[src/rtl/sth_defs.vh]
// Constants shared by the safe torque off / safe halt logic.
// Assumes one 200 MHz system clock and active-low command pins.
`ifndef STH_DEFS_VH
`define STH_DEFS_VH

// ----------------------------------------------------------------
// Timing
// ----------------------------------------------------------------
`define STH_CLK_PERIOD_NS   5
`define STH_TICK_TIME_NS    1000000
`define STH_TICK_CYCLES     (`STH_TICK_TIME_NS / `STH_CLK_PERIOD_NS)
`define STH_TIME_W          16

// ----------------------------------------------------------------
// Supervisor states
// ----------------------------------------------------------------
`define STH_ST_W            2
`define STH_ST_RUN          2'h0
`define STH_ST_HALT         2'h1
`define STH_ST_TOFF         2'h2

// ----------------------------------------------------------------
// Stop methods
// ----------------------------------------------------------------
`define STH_METH_W          2
`define STH_METH_NONE       2'h0
`define STH_METH_DB         2'h1
`define STH_METH_EDB        2'h2
`define STH_METH_SD         2'h3

// ----------------------------------------------------------------
// Torque off cause codes
// ----------------------------------------------------------------
`define STH_CAUSE_W         2
`define STH_CAUSE_NONE      2'h0
`define STH_CAUSE_CMD       2'h1
`define STH_CAUSE_ALARM     2'h2
`define STH_CAUSE_HALT      2'h3

// ----------------------------------------------------------------
// Reset values
// ----------------------------------------------------------------
`define STH_SYNC_RST        1'b0
`define STH_CNT_ZERO        16'h0000

`endif

[src/rtl/sth_sync2.v]
// Two-flop synchroniser for a group of independent pin levels.
// Assumes each bit is a slow level; no bus coherence between bits.
`timescale 1ns/1ps
`include "sth_defs.vh"

module sth_sync2 #(
    parameter WIDTH = 2
) (
    input  wire             clk_sys,
    input  wire             nrst,
    input  wire [WIDTH-1:0] pin_in,
    output reg  [WIDTH-1:0] level_out
);

    reg [WIDTH-1:0] meta_reg;

    // Reset to "off" so torque stays removed until the pins are seen on
    always @(posedge clk_sys) begin
        if (!nrst) begin
            meta_reg  <= {WIDTH{`STH_SYNC_RST}};
            level_out <= {WIDTH{`STH_SYNC_RST}};
        end else begin
            meta_reg  <= pin_in;
            level_out <= meta_reg;
        end
    end

endmodule // sth_sync2

[src/rtl/sth_halt_timer.v]
// Safe halt monitoring timer: millisecond divider and elapsed counter.
// Assumes run is a level from the same clock; dropping it clears all.
`timescale 1ns/1ps
`include "sth_defs.vh"

module sth_halt_timer #(
    parameter TICK_CYCLES = `STH_TICK_CYCLES,
    parameter DIV_W       = 18,
    parameter TIME_W      = `STH_TIME_W
) (
    input  wire              clk_sys,
    input  wire              nrst,
    input  wire              run,
    input  wire [TIME_W-1:0] limit,
    output reg               expired,
    output reg  [TIME_W-1:0] elapsed
);

    localparam integer     LAST_I   = TICK_CYCLES - 1;
    localparam [DIV_W-1:0] DIV_LAST = LAST_I[DIV_W-1:0];

    reg  [DIV_W-1:0] div_reg;
    wire             tick;

    assign tick = (div_reg == DIV_LAST);

    always @(posedge clk_sys) begin
        if (!nrst || !run) begin
            div_reg <= {DIV_W{1'b0}};
            elapsed <= {TIME_W{1'b0}};
            expired <= 1'b0;
        end else begin
            div_reg <= tick ? {DIV_W{1'b0}} : div_reg + 1'b1;
            // Saturates at the limit so a long halt never wraps back
            if (tick && (elapsed < limit)) begin
                elapsed <= elapsed + 1'b1;
            end
            expired <= (elapsed >= limit);
        end
    end

endmodule // sth_halt_timer

[src/rtl/sth_safety_ctrl.v]
// Safe torque off and timed safe halt supervisor with stop method choice.
// Assumes command pins are asynchronous; alarms, motor_running, mode and
// configuration inputs come from logic on clk_sys.
`timescale 1ns/1ps
`include "sth_defs.vh"

// How it works
// - Torque off engages whenever the torque off command pin is low.
// - During torque off, drive energy stays cut and dynamic brake stays on.
// - Torque off command high again returns to normal operation.
// - A torque-off-class alarm engages torque off regardless of the command.
// - Command dropped while the motor runs raises the timing alarm.
// - Safe halt starts whenever the safe halt command pin is low.
// - Safe halt decelerates with dynamic, electronic brake or forced decel.
// - Safe halt timer reaching the monitoring time engages torque off.
// - Safe halt command high again ends safe halt, normal operation resumes.
// - A safe-halt-class alarm starts the same halt and timed torque off.
// - Stop method depends on two settings, capacity, mode and trigger.
// - Forced decel on: torque mode electronic brake if automatic and small, else dynamic.
// - Non-torque electronic-brake-class alarms: electronic brake if automatic and small.
// - Forced decel off: electronic brake if automatic and small, else dynamic.
// - Alarm triggers feed their own stop class into the method choice.
// - Dynamic brake chosen but not fitted: motor coasts, energy removed.
module sth_safety_ctrl #(
    parameter TICK_CYCLES = `STH_TICK_CYCLES,
    parameter TIME_W      = `STH_TIME_W
) (
    input  wire                    clk_sys,
    input  wire                    nrst,
    input  wire                    safe_torque_off_command,
    input  wire                    safe_halt1_command,
    input  wire                    alarm_torque_off,
    input  wire                    alarm_safe_halt,
    input  wire                    alarm_class_edb,
    input  wire                    motor_running,
    input  wire                    timing_alarm_clear,
    input  wire                    forced_stop_decel_select_param,
    input  wire                    electronic_brake_select_param,
    input  wire                    capacity_small,
    input  wire                    torque_mode,
    input  wire                    db_fitted,
    input  wire [TIME_W-1:0]       monitoring_decel_time_param,
    output reg                     drive_energy_on,
    output reg                     dynamic_brake_on,
    output reg                     electronic_brake_on,
    output reg                     forced_decel_request,
    output reg                     torque_off_status_output,
    output reg                     safe_halt1_status,
    output reg  [`STH_METH_W-1:0]  halt_method,
    output wire [`STH_METH_W-1:0]  halt_method_preview,
    output reg  [`STH_CAUSE_W-1:0] torque_off_cause,
    output reg                     torque_off_timing_alarm,
    output wire [TIME_W-1:0]       halt_elapsed
);

    // ----------------------------------------------------------------
    // Stop method choice
    // ----------------------------------------------------------------
    function [`STH_METH_W-1:0] pick_method;
        input fsd_en;
        input edb_auto;
        input cap_small;
        input torque;
        input by_alarm;
        input alarm_edb;
        reg   edb_ok;
        begin
            edb_ok = edb_auto & cap_small;
            if (!fsd_en || torque || (by_alarm && alarm_edb)) begin
                pick_method = edb_ok ? `STH_METH_EDB : `STH_METH_DB;
            end else begin
                pick_method = `STH_METH_SD;
            end
        end
    endfunction

    // ----------------------------------------------------------------
    // Pin synchronisation
    // ----------------------------------------------------------------
    wire [1:0] cmd_sync;
    wire       sto_cmd_on;
    wire       halt_cmd_on;

    sth_sync2 #(
        .WIDTH     (2)
    ) u_sync (
        .clk_sys   (clk_sys),
        .nrst      (nrst),
        .pin_in    ({safe_halt1_command, safe_torque_off_command}),
        .level_out (cmd_sync)
    );

    assign sto_cmd_on  = cmd_sync[0];
    assign halt_cmd_on = cmd_sync[1];

    // ----------------------------------------------------------------
    // Requests
    // ----------------------------------------------------------------
    reg  sto_cmd_prev_reg;
    wire sto_cmd_fall;
    wire sto_req;
    wire halt_req;
    wire halt_by_alarm;

    assign sto_cmd_fall  = sto_cmd_prev_reg & ~sto_cmd_on;
    assign sto_req       = ~sto_cmd_on | alarm_torque_off;
    assign halt_req      = ~halt_cmd_on | alarm_safe_halt;
    assign halt_by_alarm = alarm_safe_halt;

    assign halt_method_preview = pick_method(forced_stop_decel_select_param,
                                             electronic_brake_select_param,
                                             capacity_small,
                                             torque_mode,
                                             halt_by_alarm,
                                             alarm_class_edb);

    always @(posedge clk_sys) begin
        if (!nrst) begin
            sto_cmd_prev_reg <= `STH_SYNC_RST;
        end else begin
            sto_cmd_prev_reg <= sto_cmd_on;
        end
    end

    // ----------------------------------------------------------------
    // Monitoring timer
    // ----------------------------------------------------------------
    reg  [`STH_ST_W-1:0] state_reg;
    reg  [`STH_ST_W-1:0] state_next;
    wire                 halt_expired;
    wire                 timer_run;

    // Runs only while halting; any exit clears it
    assign timer_run = (state_reg == `STH_ST_HALT) && halt_req;

    sth_halt_timer #(
        .TICK_CYCLES (TICK_CYCLES),
        .DIV_W       (18),
        .TIME_W      (TIME_W)
    ) u_timer (
        .clk_sys     (clk_sys),
        .nrst        (nrst),
        .run         (timer_run),
        .limit       (monitoring_decel_time_param),
        .expired     (halt_expired),
        .elapsed     (halt_elapsed)
    );

    // ----------------------------------------------------------------
    // Supervisor state machine
    // ----------------------------------------------------------------
    reg  [`STH_CAUSE_W-1:0] cause_next;
    reg                     halt_timed_out_reg;

    always @* begin
        state_next = state_reg;
        cause_next = torque_off_cause;
        case (state_reg)
            `STH_ST_RUN: begin
                if (sto_req) begin
                    state_next = `STH_ST_TOFF;
                    cause_next = alarm_torque_off ? `STH_CAUSE_ALARM : `STH_CAUSE_CMD;
                end else if (halt_req) begin
                    state_next = `STH_ST_HALT;
                end
            end
            `STH_ST_HALT: begin
                if (sto_req) begin
                    state_next = `STH_ST_TOFF;
                    cause_next = alarm_torque_off ? `STH_CAUSE_ALARM : `STH_CAUSE_CMD;
                end else if (!halt_req) begin
                    state_next = `STH_ST_RUN;
                end else if (halt_expired) begin
                    state_next = `STH_ST_TOFF;
                    cause_next = `STH_CAUSE_HALT;
                end
            end
            `STH_ST_TOFF: begin
                // Stays off while any source still asks for it
                if (!sto_req && !(halt_req && halt_timed_out_reg)) begin
                    state_next = halt_req ? `STH_ST_HALT : `STH_ST_RUN;
                    cause_next = `STH_CAUSE_NONE;
                end
            end
            default: begin
                state_next = `STH_ST_TOFF;
                cause_next = `STH_CAUSE_NONE;
            end
        endcase
    end

    always @(posedge clk_sys) begin
        if (!nrst) begin
            state_reg          <= `STH_ST_TOFF;
            torque_off_cause   <= `STH_CAUSE_NONE;
            halt_timed_out_reg <= 1'b0;
        end else begin
            state_reg        <= state_next;
            torque_off_cause <= cause_next;
            // Remembers a timed-out halt until its request goes away
            if (!halt_req) begin
                halt_timed_out_reg <= 1'b0;
            end else if ((state_reg == `STH_ST_HALT) && halt_expired) begin
                halt_timed_out_reg <= 1'b1;
            end
        end
    end

    // ----------------------------------------------------------------
    // Method latch, captured when the halt begins
    // ----------------------------------------------------------------
    wire halt_entry;

    assign halt_entry = (state_reg != `STH_ST_HALT) && (state_next == `STH_ST_HALT);

    always @(posedge clk_sys) begin
        if (!nrst) begin
            halt_method <= `STH_METH_NONE;
        end else if (halt_entry) begin
            halt_method <= halt_method_preview;
        end else if (state_next == `STH_ST_RUN) begin
            halt_method <= `STH_METH_NONE;
        end
    end

    // ----------------------------------------------------------------
    // Drive outputs
    // ----------------------------------------------------------------
    reg [`STH_METH_W-1:0] meth_now;

    always @* begin
        meth_now = halt_entry ? halt_method_preview : halt_method;
    end

    always @(posedge clk_sys) begin
        if (!nrst) begin
            drive_energy_on          <= 1'b0;
            dynamic_brake_on         <= 1'b1;
            electronic_brake_on      <= 1'b0;
            forced_decel_request     <= 1'b0;
            torque_off_status_output <= 1'b1;
            safe_halt1_status        <= 1'b0;
        end else begin
            case (state_next)
                `STH_ST_RUN: begin
                    drive_energy_on          <= 1'b1;
                    dynamic_brake_on         <= 1'b0;
                    electronic_brake_on      <= 1'b0;
                    forced_decel_request     <= 1'b0;
                    torque_off_status_output <= 1'b0;
                    safe_halt1_status        <= 1'b0;
                end
                `STH_ST_HALT: begin
                    // Energy stays only for ramped decel; brakes cut it
                    drive_energy_on          <= (meth_now == `STH_METH_SD);
                    dynamic_brake_on         <= (meth_now == `STH_METH_DB) && db_fitted;
                    electronic_brake_on      <= (meth_now == `STH_METH_EDB);
                    forced_decel_request     <= (meth_now == `STH_METH_SD);
                    torque_off_status_output <= 1'b0;
                    safe_halt1_status        <= 1'b1;
                end
                default: begin
                    drive_energy_on          <= 1'b0;
                    dynamic_brake_on         <= 1'b1;
                    electronic_brake_on      <= 1'b0;
                    forced_decel_request     <= 1'b0;
                    torque_off_status_output <= 1'b1;
                    safe_halt1_status        <= halt_req;
                end
            endcase
        end
    end

    // ----------------------------------------------------------------
    // Torque off timing alarm
    // ----------------------------------------------------------------
    // Relies on the outside party keeping the motor still before it drops
    // the command; a drop while running is flagged, not prevented.
    always @(posedge clk_sys) begin
        if (!nrst) begin
            torque_off_timing_alarm <= 1'b0;
        end else if (sto_cmd_fall && motor_running) begin
            torque_off_timing_alarm <= 1'b1;
        end else if (timing_alarm_clear) begin
            torque_off_timing_alarm <= 1'b0;
        end
    end

endmodule // sth_safety_ctrl

[config.mk]
export PLATFORM = sky130hd
export DESIGN_NAME = sth_safety_ctrl
export DESIGN_NICKNAME = d
export VERILOG_FILES = /design/src/rtl/sth_sync2.v /design/src/rtl/sth_halt_timer.v /design/src/rtl/sth_safety_ctrl.v
export VERILOG_INCLUDE_DIRS = /design/src /design/src/rtl
export SDC_FILE = /design/constraint.sdc
export NUM_CORES = 1
export LEC_CHECK = 0
export ABC_AREA = 0
export BUFFER_PORTS_ARGS = -buffer_cell sky130_fd_sc_hd__buf_2
export CORE_ASPECT_RATIO = 1.1
export CORE_MARGIN = 2
export CORE_UTILIZATION = 59
export DETAILED_ROUTE_END_ITERATION = 7
export PLACE_DENSITY = 0.83
export SLEW_MARGIN = 10
export SYNTH_ARGS = -nofsm -noshare
export SYNTH_HDL_FRONTEND = slang
export SYNTH_HIERARCHICAL = 1
export SYNTH_SLANG_ARGS = --single-unit
[constraint.sdc]
create_clock -name clk_sys -period 4.3 [get_ports clk_sys]
set_input_delay 0 -clock clk_sys [delete_from_list [all_inputs] [get_ports clk_sys]]
set_output_delay 0 -clock clk_sys [all_outputs]
set_load 0.05 [all_outputs]
==> out/metrics.yaml, run 1 <==
placed_design:
  place.port_buffers: 58
  gp_congestion: 0.838
  dpl.hpwl_microns: 4280
  placed_area_sq_um: 3190
power:
  power_mw: 0.871
  irDropWorstVdd_mv: 0.182
  power.density_nw_per_um2: 261
  power_leakage_nw: 1.41
synth:
  syn_nets: 378
  synth_top_family_by_area: "simple AND/OR/NAND/NOR gates"
  synth_compound_area_share_pct: 13.5
  yosys.area_share.simple_pct: 28.7
  ys_async_sr_fraction_pct: 0
  synth_seq_cells: 54
  yosysUniqueCellTypes: 58
  netlist_top_cells_area: "dfxtp_1 38%, ha_1 7.8%, nor2_1 4.7%"
  yosys.area.top_type: "dfxtp_1"
  synth_flop_cell: "dfxtp_1"
  synth_adder_area_share_pct: 7.84
  syn_inst: 330
  yosysWarnings: 6
  yosys.area.top_type_share_pct: 37.6
  synth_area_sq_um: 2870
  yosysSeqAreaShare_pct: 37.6
  synth_area_per_cell_sq_um: 8.71
  synth-xor-area-share_pct: 5.79
  synthMuxAreaShare_pct: 1.87
  synth-edff-count: 0
critical_path:
  crit_chain: "ha_1 -> nand4_1 -> o21bai_1 -> a211oi_4 -> nand4_1 -> or3_1 -> a21oi_1"
  critPathMaxFanout: 11
  cpPeakStageDelay_ps: 500
  cp_slowest_cell: "or3_1"
  crit_type: "reg2reg"
  critPathLaunchType: "register"
  end_kind: "register"
  cp_common_cell: "nand4_1"
  arrival_ps: 2800
  cp.required_ps: 4530
  rrSetupSlack_ps: 1730
sta:
  finalCriticalPeriod_ps: 2570
  report.final.slew_viol_count: 0
  fmax_ghz: 0.388
  rsz0062_at_grt: "no"
  setup_viol: 0
  setup-tns-final_ps: 0
  period_share_pct: 59.9
  finalHoldViolations: 0
  tightestPinTransition_ps: 609
  final.setup_skew_ps: 9.43
  relSlewSlack_pct: 59.3
drt:
  drtIter0Drc: 157
  drc: 0
  vias: 2492
  wl_per_cell_microns: 13.1
  vias_per_cell: 5.54
  totalWireLength_microns: 5910
  drt_pass1_iterations: 4
  ant_nets: 0
grt:
  grt_pass1_wl_microns: 9800
  first_global_vias: 2257
  antenna_found_initial: 0
  gr-total-overflow: 0
  grt_max_degree: 19
  grtUsageTotal_pct: 21.9
clock_network:
  worst_skew_pair.late_latency_ps: 310
  cts_resized: 0
  clock_sinks: 54
  h-tree-depth: 2
  cts_tree: "built"
  clk_pin_slew_worst_paths_ps: 100
  cts_buffers: 5
  cts_setup_buffers: 0
  cts.path.max_buffers: 2
  cts-root-buf: "clkbuf_8"
run_status:
  outcome: "finished, final reports clean"
floorplanning:
  dieArea_sq_um: 5440
  fp.dieW_microns: 70.5
  std_cell_rows: 26
  start_util_pct: 61.8
  core_sq_um: 4650
  io_pins: 59
  die_h_microns: 77.2
final_layout:
  fin_nets: 441
  fin_area_sq_um: 3340
  drive_above_1_share_pct: 21.1
  diodes: 0
  fin_util_pct: 71.9
  largest_reg_flops: 18
  area_growth_pct: 16.4
job:
  max-cap-violations: 0
worst_hold_path:
  hp-class: "in2reg"
-- synthesized netlist by cell type (2+ instances only) --
cell type and count:
a21o_1 2, a21oi_1 22, a32o_1 2, and2_1 8, and2_2 3, and3_1 4
buf_2 2, buf_6 2, clkbuf_1 4, dfxtp_1 54, ha_1 18, inv_1 23
mux2i_1 4, nand2_1 27, nand2b_1 5, nand3_1 16, nand4_1 8, nor2_1 36
nor2b_1 5, nor3_1 2, nor4_1 4, o21ai_0 6, o21ai_1 6, o21bai_1 2
o31ai_1 6, or3_1 5, or4_1 6, xnor2_1 5, xor2_1 14
-- power breakdown --
part / leakage (nW) / internal, mW / total (mW) / switching, mW
Clock: 0.0478 / 0.133 / 0.301 / 0.168
Sequential: 0.437 / 0.504 / 0.507 / 0.00289
Combinational: 0.921 / 0.0283 / 0.0635 / 0.0352
-- through the flow --
step,hold slack (ps),instances,setup slack (ps)
2_1_floorplan,122,330,1810
3_3_place_gp,211,436,1910
3_5_place_dp,213,436,1810
4_1_cts,61.5,450,1770
5_1_grt,101,450,1530
6_report,65.3,450,1730
-- cells by family (layout without fill, tap and decap cells) --
logic type      count (synthesis)  count (layout)
compound gates                 59              59
xor+xnor                       19              19
fa+ha+maj                      18              18
buf+inv                        31              95
flops                          54              54
mux                             5               5
simple gates                  144             144
-- timing repair --
item / in CTS / in global routing
hold buffers: 6 / 0
endpoints found under the hold margin: 6 / 0
endpoints found under the setup margin: 0 / 0
-- area by class of cell --
cell class	instances	area, sq um
multi-input combinational	245	1660
sequential	54	1080
clock inverter	2	16.3
clock buffer	6	82.6
fill	364	1310
timing repair buffer	64	350
tap	56	70.1
inverter	23	86.3
-- cell usage in the layout (no fill, tap or decap), types with 8 or more instances in the layout --
cell type | synthesis | routed
ha_1 | 18 | 18
dfxtp_1 | 54 | 54
nor2_1 | 36 | 36
nand2_1 | 27 | 27
inv_1 | 23 | 23
xor2_1 | 14 | 14
buf_2 | 2 | 58
nand4_1 | 8 | 8
and2_1 | 8 | 8
a21oi_1 | 22 | 22
nand3_1 | 16 | 16
-- layer usage --
layer | vias to the layer above | global-route usage (%) | share of wire, %
met4 | 0 | 6.79 | 1.1
met5 | - | 0 | 0
met3 | 9 | 3.94 | 4.7
li1 | 1293 | - | -
met2 | 55 | 38.3 | 48
met1 | 1135 | 27.2 | 46
-- final timing paths --
path | start | endpoint | cells after the start
worst min-delay path | motor_running | torque_off_timing_alarm$_SDFFE_PN0P_ | 4
worst max register to register | u_timer/elapsed[13]$_SDFFE_PP0P_ | u_timer/elapsed[4]$_SDFFE_PP0P_ | 7
worst min register to register | u_sync/meta_reg[0]$_SDFF_PN0_ | u_sync/level_out[0]$_SDFF_PN0_ | 1
worst max-delay path | u_timer/elapsed[13]$_SDFFE_PP0P_ | u_timer/elapsed[4]$_SDFFE_PP0P_ | 7
-- worst max-delay path, delay by kind of cell, from the launching register on --
family                     cells  cell delay, ps
and+or+nand+nor                3            1150
DFF                            1             420
adders and majority gates      1             280
AOI/OAI and AO/OA              3             650
Note: power is estimated with default switching activity, not from simulation.
==> run 2, diff against run 1 <==
--- a/config.mk
+++ b/config.mk
@@ -10,9 +10,9 @@
 export BUFFER_PORTS_ARGS = -buffer_cell sky130_fd_sc_hd__buf_2
 export CORE_ASPECT_RATIO = 1.1
 export CORE_MARGIN = 2
-export CORE_UTILIZATION = 59
+export CORE_UTILIZATION = 49
 export DETAILED_ROUTE_END_ITERATION = 7
-export PLACE_DENSITY = 0.83
+export PLACE_DENSITY = 0.73
 export SLEW_MARGIN = 10
 export SYNTH_ARGS = -nofsm -noshare
 export SYNTH_HDL_FRONTEND = slang
==> constraint.sdc (replaced) <==
create_clock -name clk_sys -period 2.36 [get_ports clk_sys]
set_input_delay 0 -clock clk_sys [delete_from_list [all_inputs] [get_ports clk_sys]]
set_output_delay 0 -clock clk_sys [all_outputs]
set_load 0.05 [all_outputs]
==> out/metrics.yaml, run 2 (synthesis results as in run 1) <==
critical_path:
  rrSetupSlack_ps: 80
  crit_type: "reg2reg"
  critPathLaunchType: "register"
  path_delay_family: "simple AND/OR/NAND/NOR gates"
  cp.required_ps: 2570
  crit_chain: "ha_1 -> nand4_1 -> buf_4 -> nor4_2 -> o21ai_2 -> nand4_1 -> buf_2 -> mux2i_1 -> nor2_1"
  r2r_cells: 9
  cp_common_cell: "nand4_1"
  reg2reg_from: "u_timer/elapsed[13]$_SDFFE_PP0P_"
  arrival_ps: 2500
  end_kind: "register"
  critPathBufInv: 2
  timing.rr.end: "u_timer/elapsed[1]$_SDFFE_PP0P_"
  cpPeakStageDelay_ps: 420
  cp_slowest_cell: "nor4_2"
  critPathMaxFanout: 7
drt:
  ant_nets: 0
  drc: 0
  drtIter0Drc: 125
  wl_per_cell_microns: 12.7
  totalWireLength_microns: 6180
  drt_pass1_iterations: 4
  vias: 2563
  vias_per_cell: 5.28
clock_network:
  clock_sinks: 54
  h-tree-depth: 2
  clk_pin_slew_worst_paths_ps: 100
  cts-root-buf: "clkbuf_8"
  cts.path.max_buffers: 2
  cts_tree: "built"
  worst_skew_pair.late_latency_ps: 320
  cts_buffers: 5
power:
  power_leakage_nw: 1.49
  irDropWorstVdd_mv: 0.284
  power.density_nw_per_um2: 447
final_layout:
  drive_above_1_share_pct: 27.5
  fin_nets: 455
  largest_reg_flops: 18
  area_growth_pct: 22.4
  fin_area_sq_um: 3520
  layout_common_cells: "59 x buf_2, 43 x dfxtp_1, 36 x nor2_1"
  diodes: 0
  final_common_cell: "buf_2"
  fin_util_pct: 61.3
  n_fill_cell: 517
placed_design:
  place.port_buffers: 58
  gp_congestion: 0.760
  placed_area_sq_um: 3290
  dpl.hpwl_microns: 4510
grt:
  antenna_found_initial: 0
  gr-total-overflow: 0
  grt_pass1_wl_microns: 10400
  grtUsageTotal_pct: 19.3
  first_global_vias: 2411
  grt_max_degree: 19
floorplanning:
  io_pins: 59
  dieArea_sq_um: 6490
  start_util_pct: 50.1
  std_cell_rows: 29
  die_h_microns: 84.3
  core_sq_um: 5730
  fp.dieW_microns: 77.0
sta:
  relSlewSlack_pct: 67.0
  report.final.slew_viol_count: 0
  hold_slack_ps: 64.4
  final.setup_skew_ps: 14.0
  tightestPinTransition_ps: 490
  fmax_ghz: 0.438
  setup_viol: 0
  finalHoldViolations: 0
  period_share_pct: 96.7
  finalCriticalPeriod_ps: 2280
worst_hold_path:
  hp-class: "in2reg"
  min_to: "torque_off_timing_alarm$_SDFFE_PN0P_"
  holdCritStartpoint: "motor_running"
  hold_depth: 4
job:
  max-cap-violations: 0
run_status:
  outcome: "finished, final reports clean"
[run 2: routing by layer]
| metal | global-route usage, % | vias up | routed length [microns] |
|---|---|---|---|
| li1 | - | 1318 | - |
| met1 | 24.0 | 1195 | 2780 |
| met2 | 33.0 | 40 | 3080 |
| met3 | 3.98 | 10 | 222 |
| met4 | 7.31 | 0 | 91 |
| met5 | 0 | - | 0 |
[run 2: layout make-up]
class / instances / area [sq um] / share of cell area [%]
multi-input cells: 245 / 1680 / 47.9
repair buffers: 78 / 460 / 13.1
clock buffers: 5 / 68.8 / 1.96
flip-flops and latches: 54 / 1090 / 31.1
clock inverters: 3 / 26.3 / 0.747
inverters: 23 / 86.3 / 2.45
well taps: 77 / 96.3 / 2.74
[run 2: how the worst max path moves through the flow]
stage                                          start                               to  slack (ps)  depth (start not counted)
global route         u_timer/elapsed[1]$_SDFFE_PP0P_  u_timer/elapsed[3]$_SDFFE_PP0P_         -50                          7
floorplan            u_timer/elapsed[8]$_SDFFE_PP0P_  u_timer/elapsed[3]$_SDFFE_PP0P_          20                          7
finish              u_timer/elapsed[13]$_SDFFE_PP0P_  u_timer/elapsed[1]$_SDFFE_PP0P_          80                          9
CTS                  u_timer/elapsed[3]$_SDFFE_PP0P_  u_timer/elapsed[3]$_SDFFE_PP0P_          70                          6
global placement     u_timer/elapsed[3]$_SDFFE_PP0P_  u_timer/elapsed[3]$_SDFFE_PP0P_         180                          6
detailed placement   u_timer/elapsed[3]$_SDFFE_PP0P_  u_timer/elapsed[3]$_SDFFE_PP0P_         110                          6
[run 2: per-stage QoR]
step | worst slack [ps] | TNS [ps] | power [mW] | std cells
after floorplan | 17.4 | 0 | 1.01 | 330
after global routing | -45.4 | -45.4 | 1.64 | 485
after CTS | 73.5 | 0 | 1.59 | 480
after detailed placement | 109 | 0 | 1.05 | 466
final | 77.0 | 0 | 1.57 | 485
after global placement | 177 | 0 | 1.05 | 466
[run 2: repair_timing]
| action | CTS | global route |
|---|---|---|
| endpoints found under the hold margin | 6 | 0 |
| setup endpoints to repair | 0 | 6 |
| hold buffers | 6 | 0 |
| gates resized for setup | 0 | 8 |
| buffers inserted | 0 | 4 |
[run 2: tightest hold or removal path: cells and delay by family]
| family | cells | cell delay [ps] |
|---|---|---|
| buffers and inverters | 1 | 80 |
| AO/OA/AOI/OAI | 1 | 100 |
| AND/OR/NAND/NOR | 2 | 170 |
[run 2: power by group]
group	switching (mW)	internal [mW]
logic	0.0661	0.0523
clock network	0.315	0.215
registers	0.00502	0.918
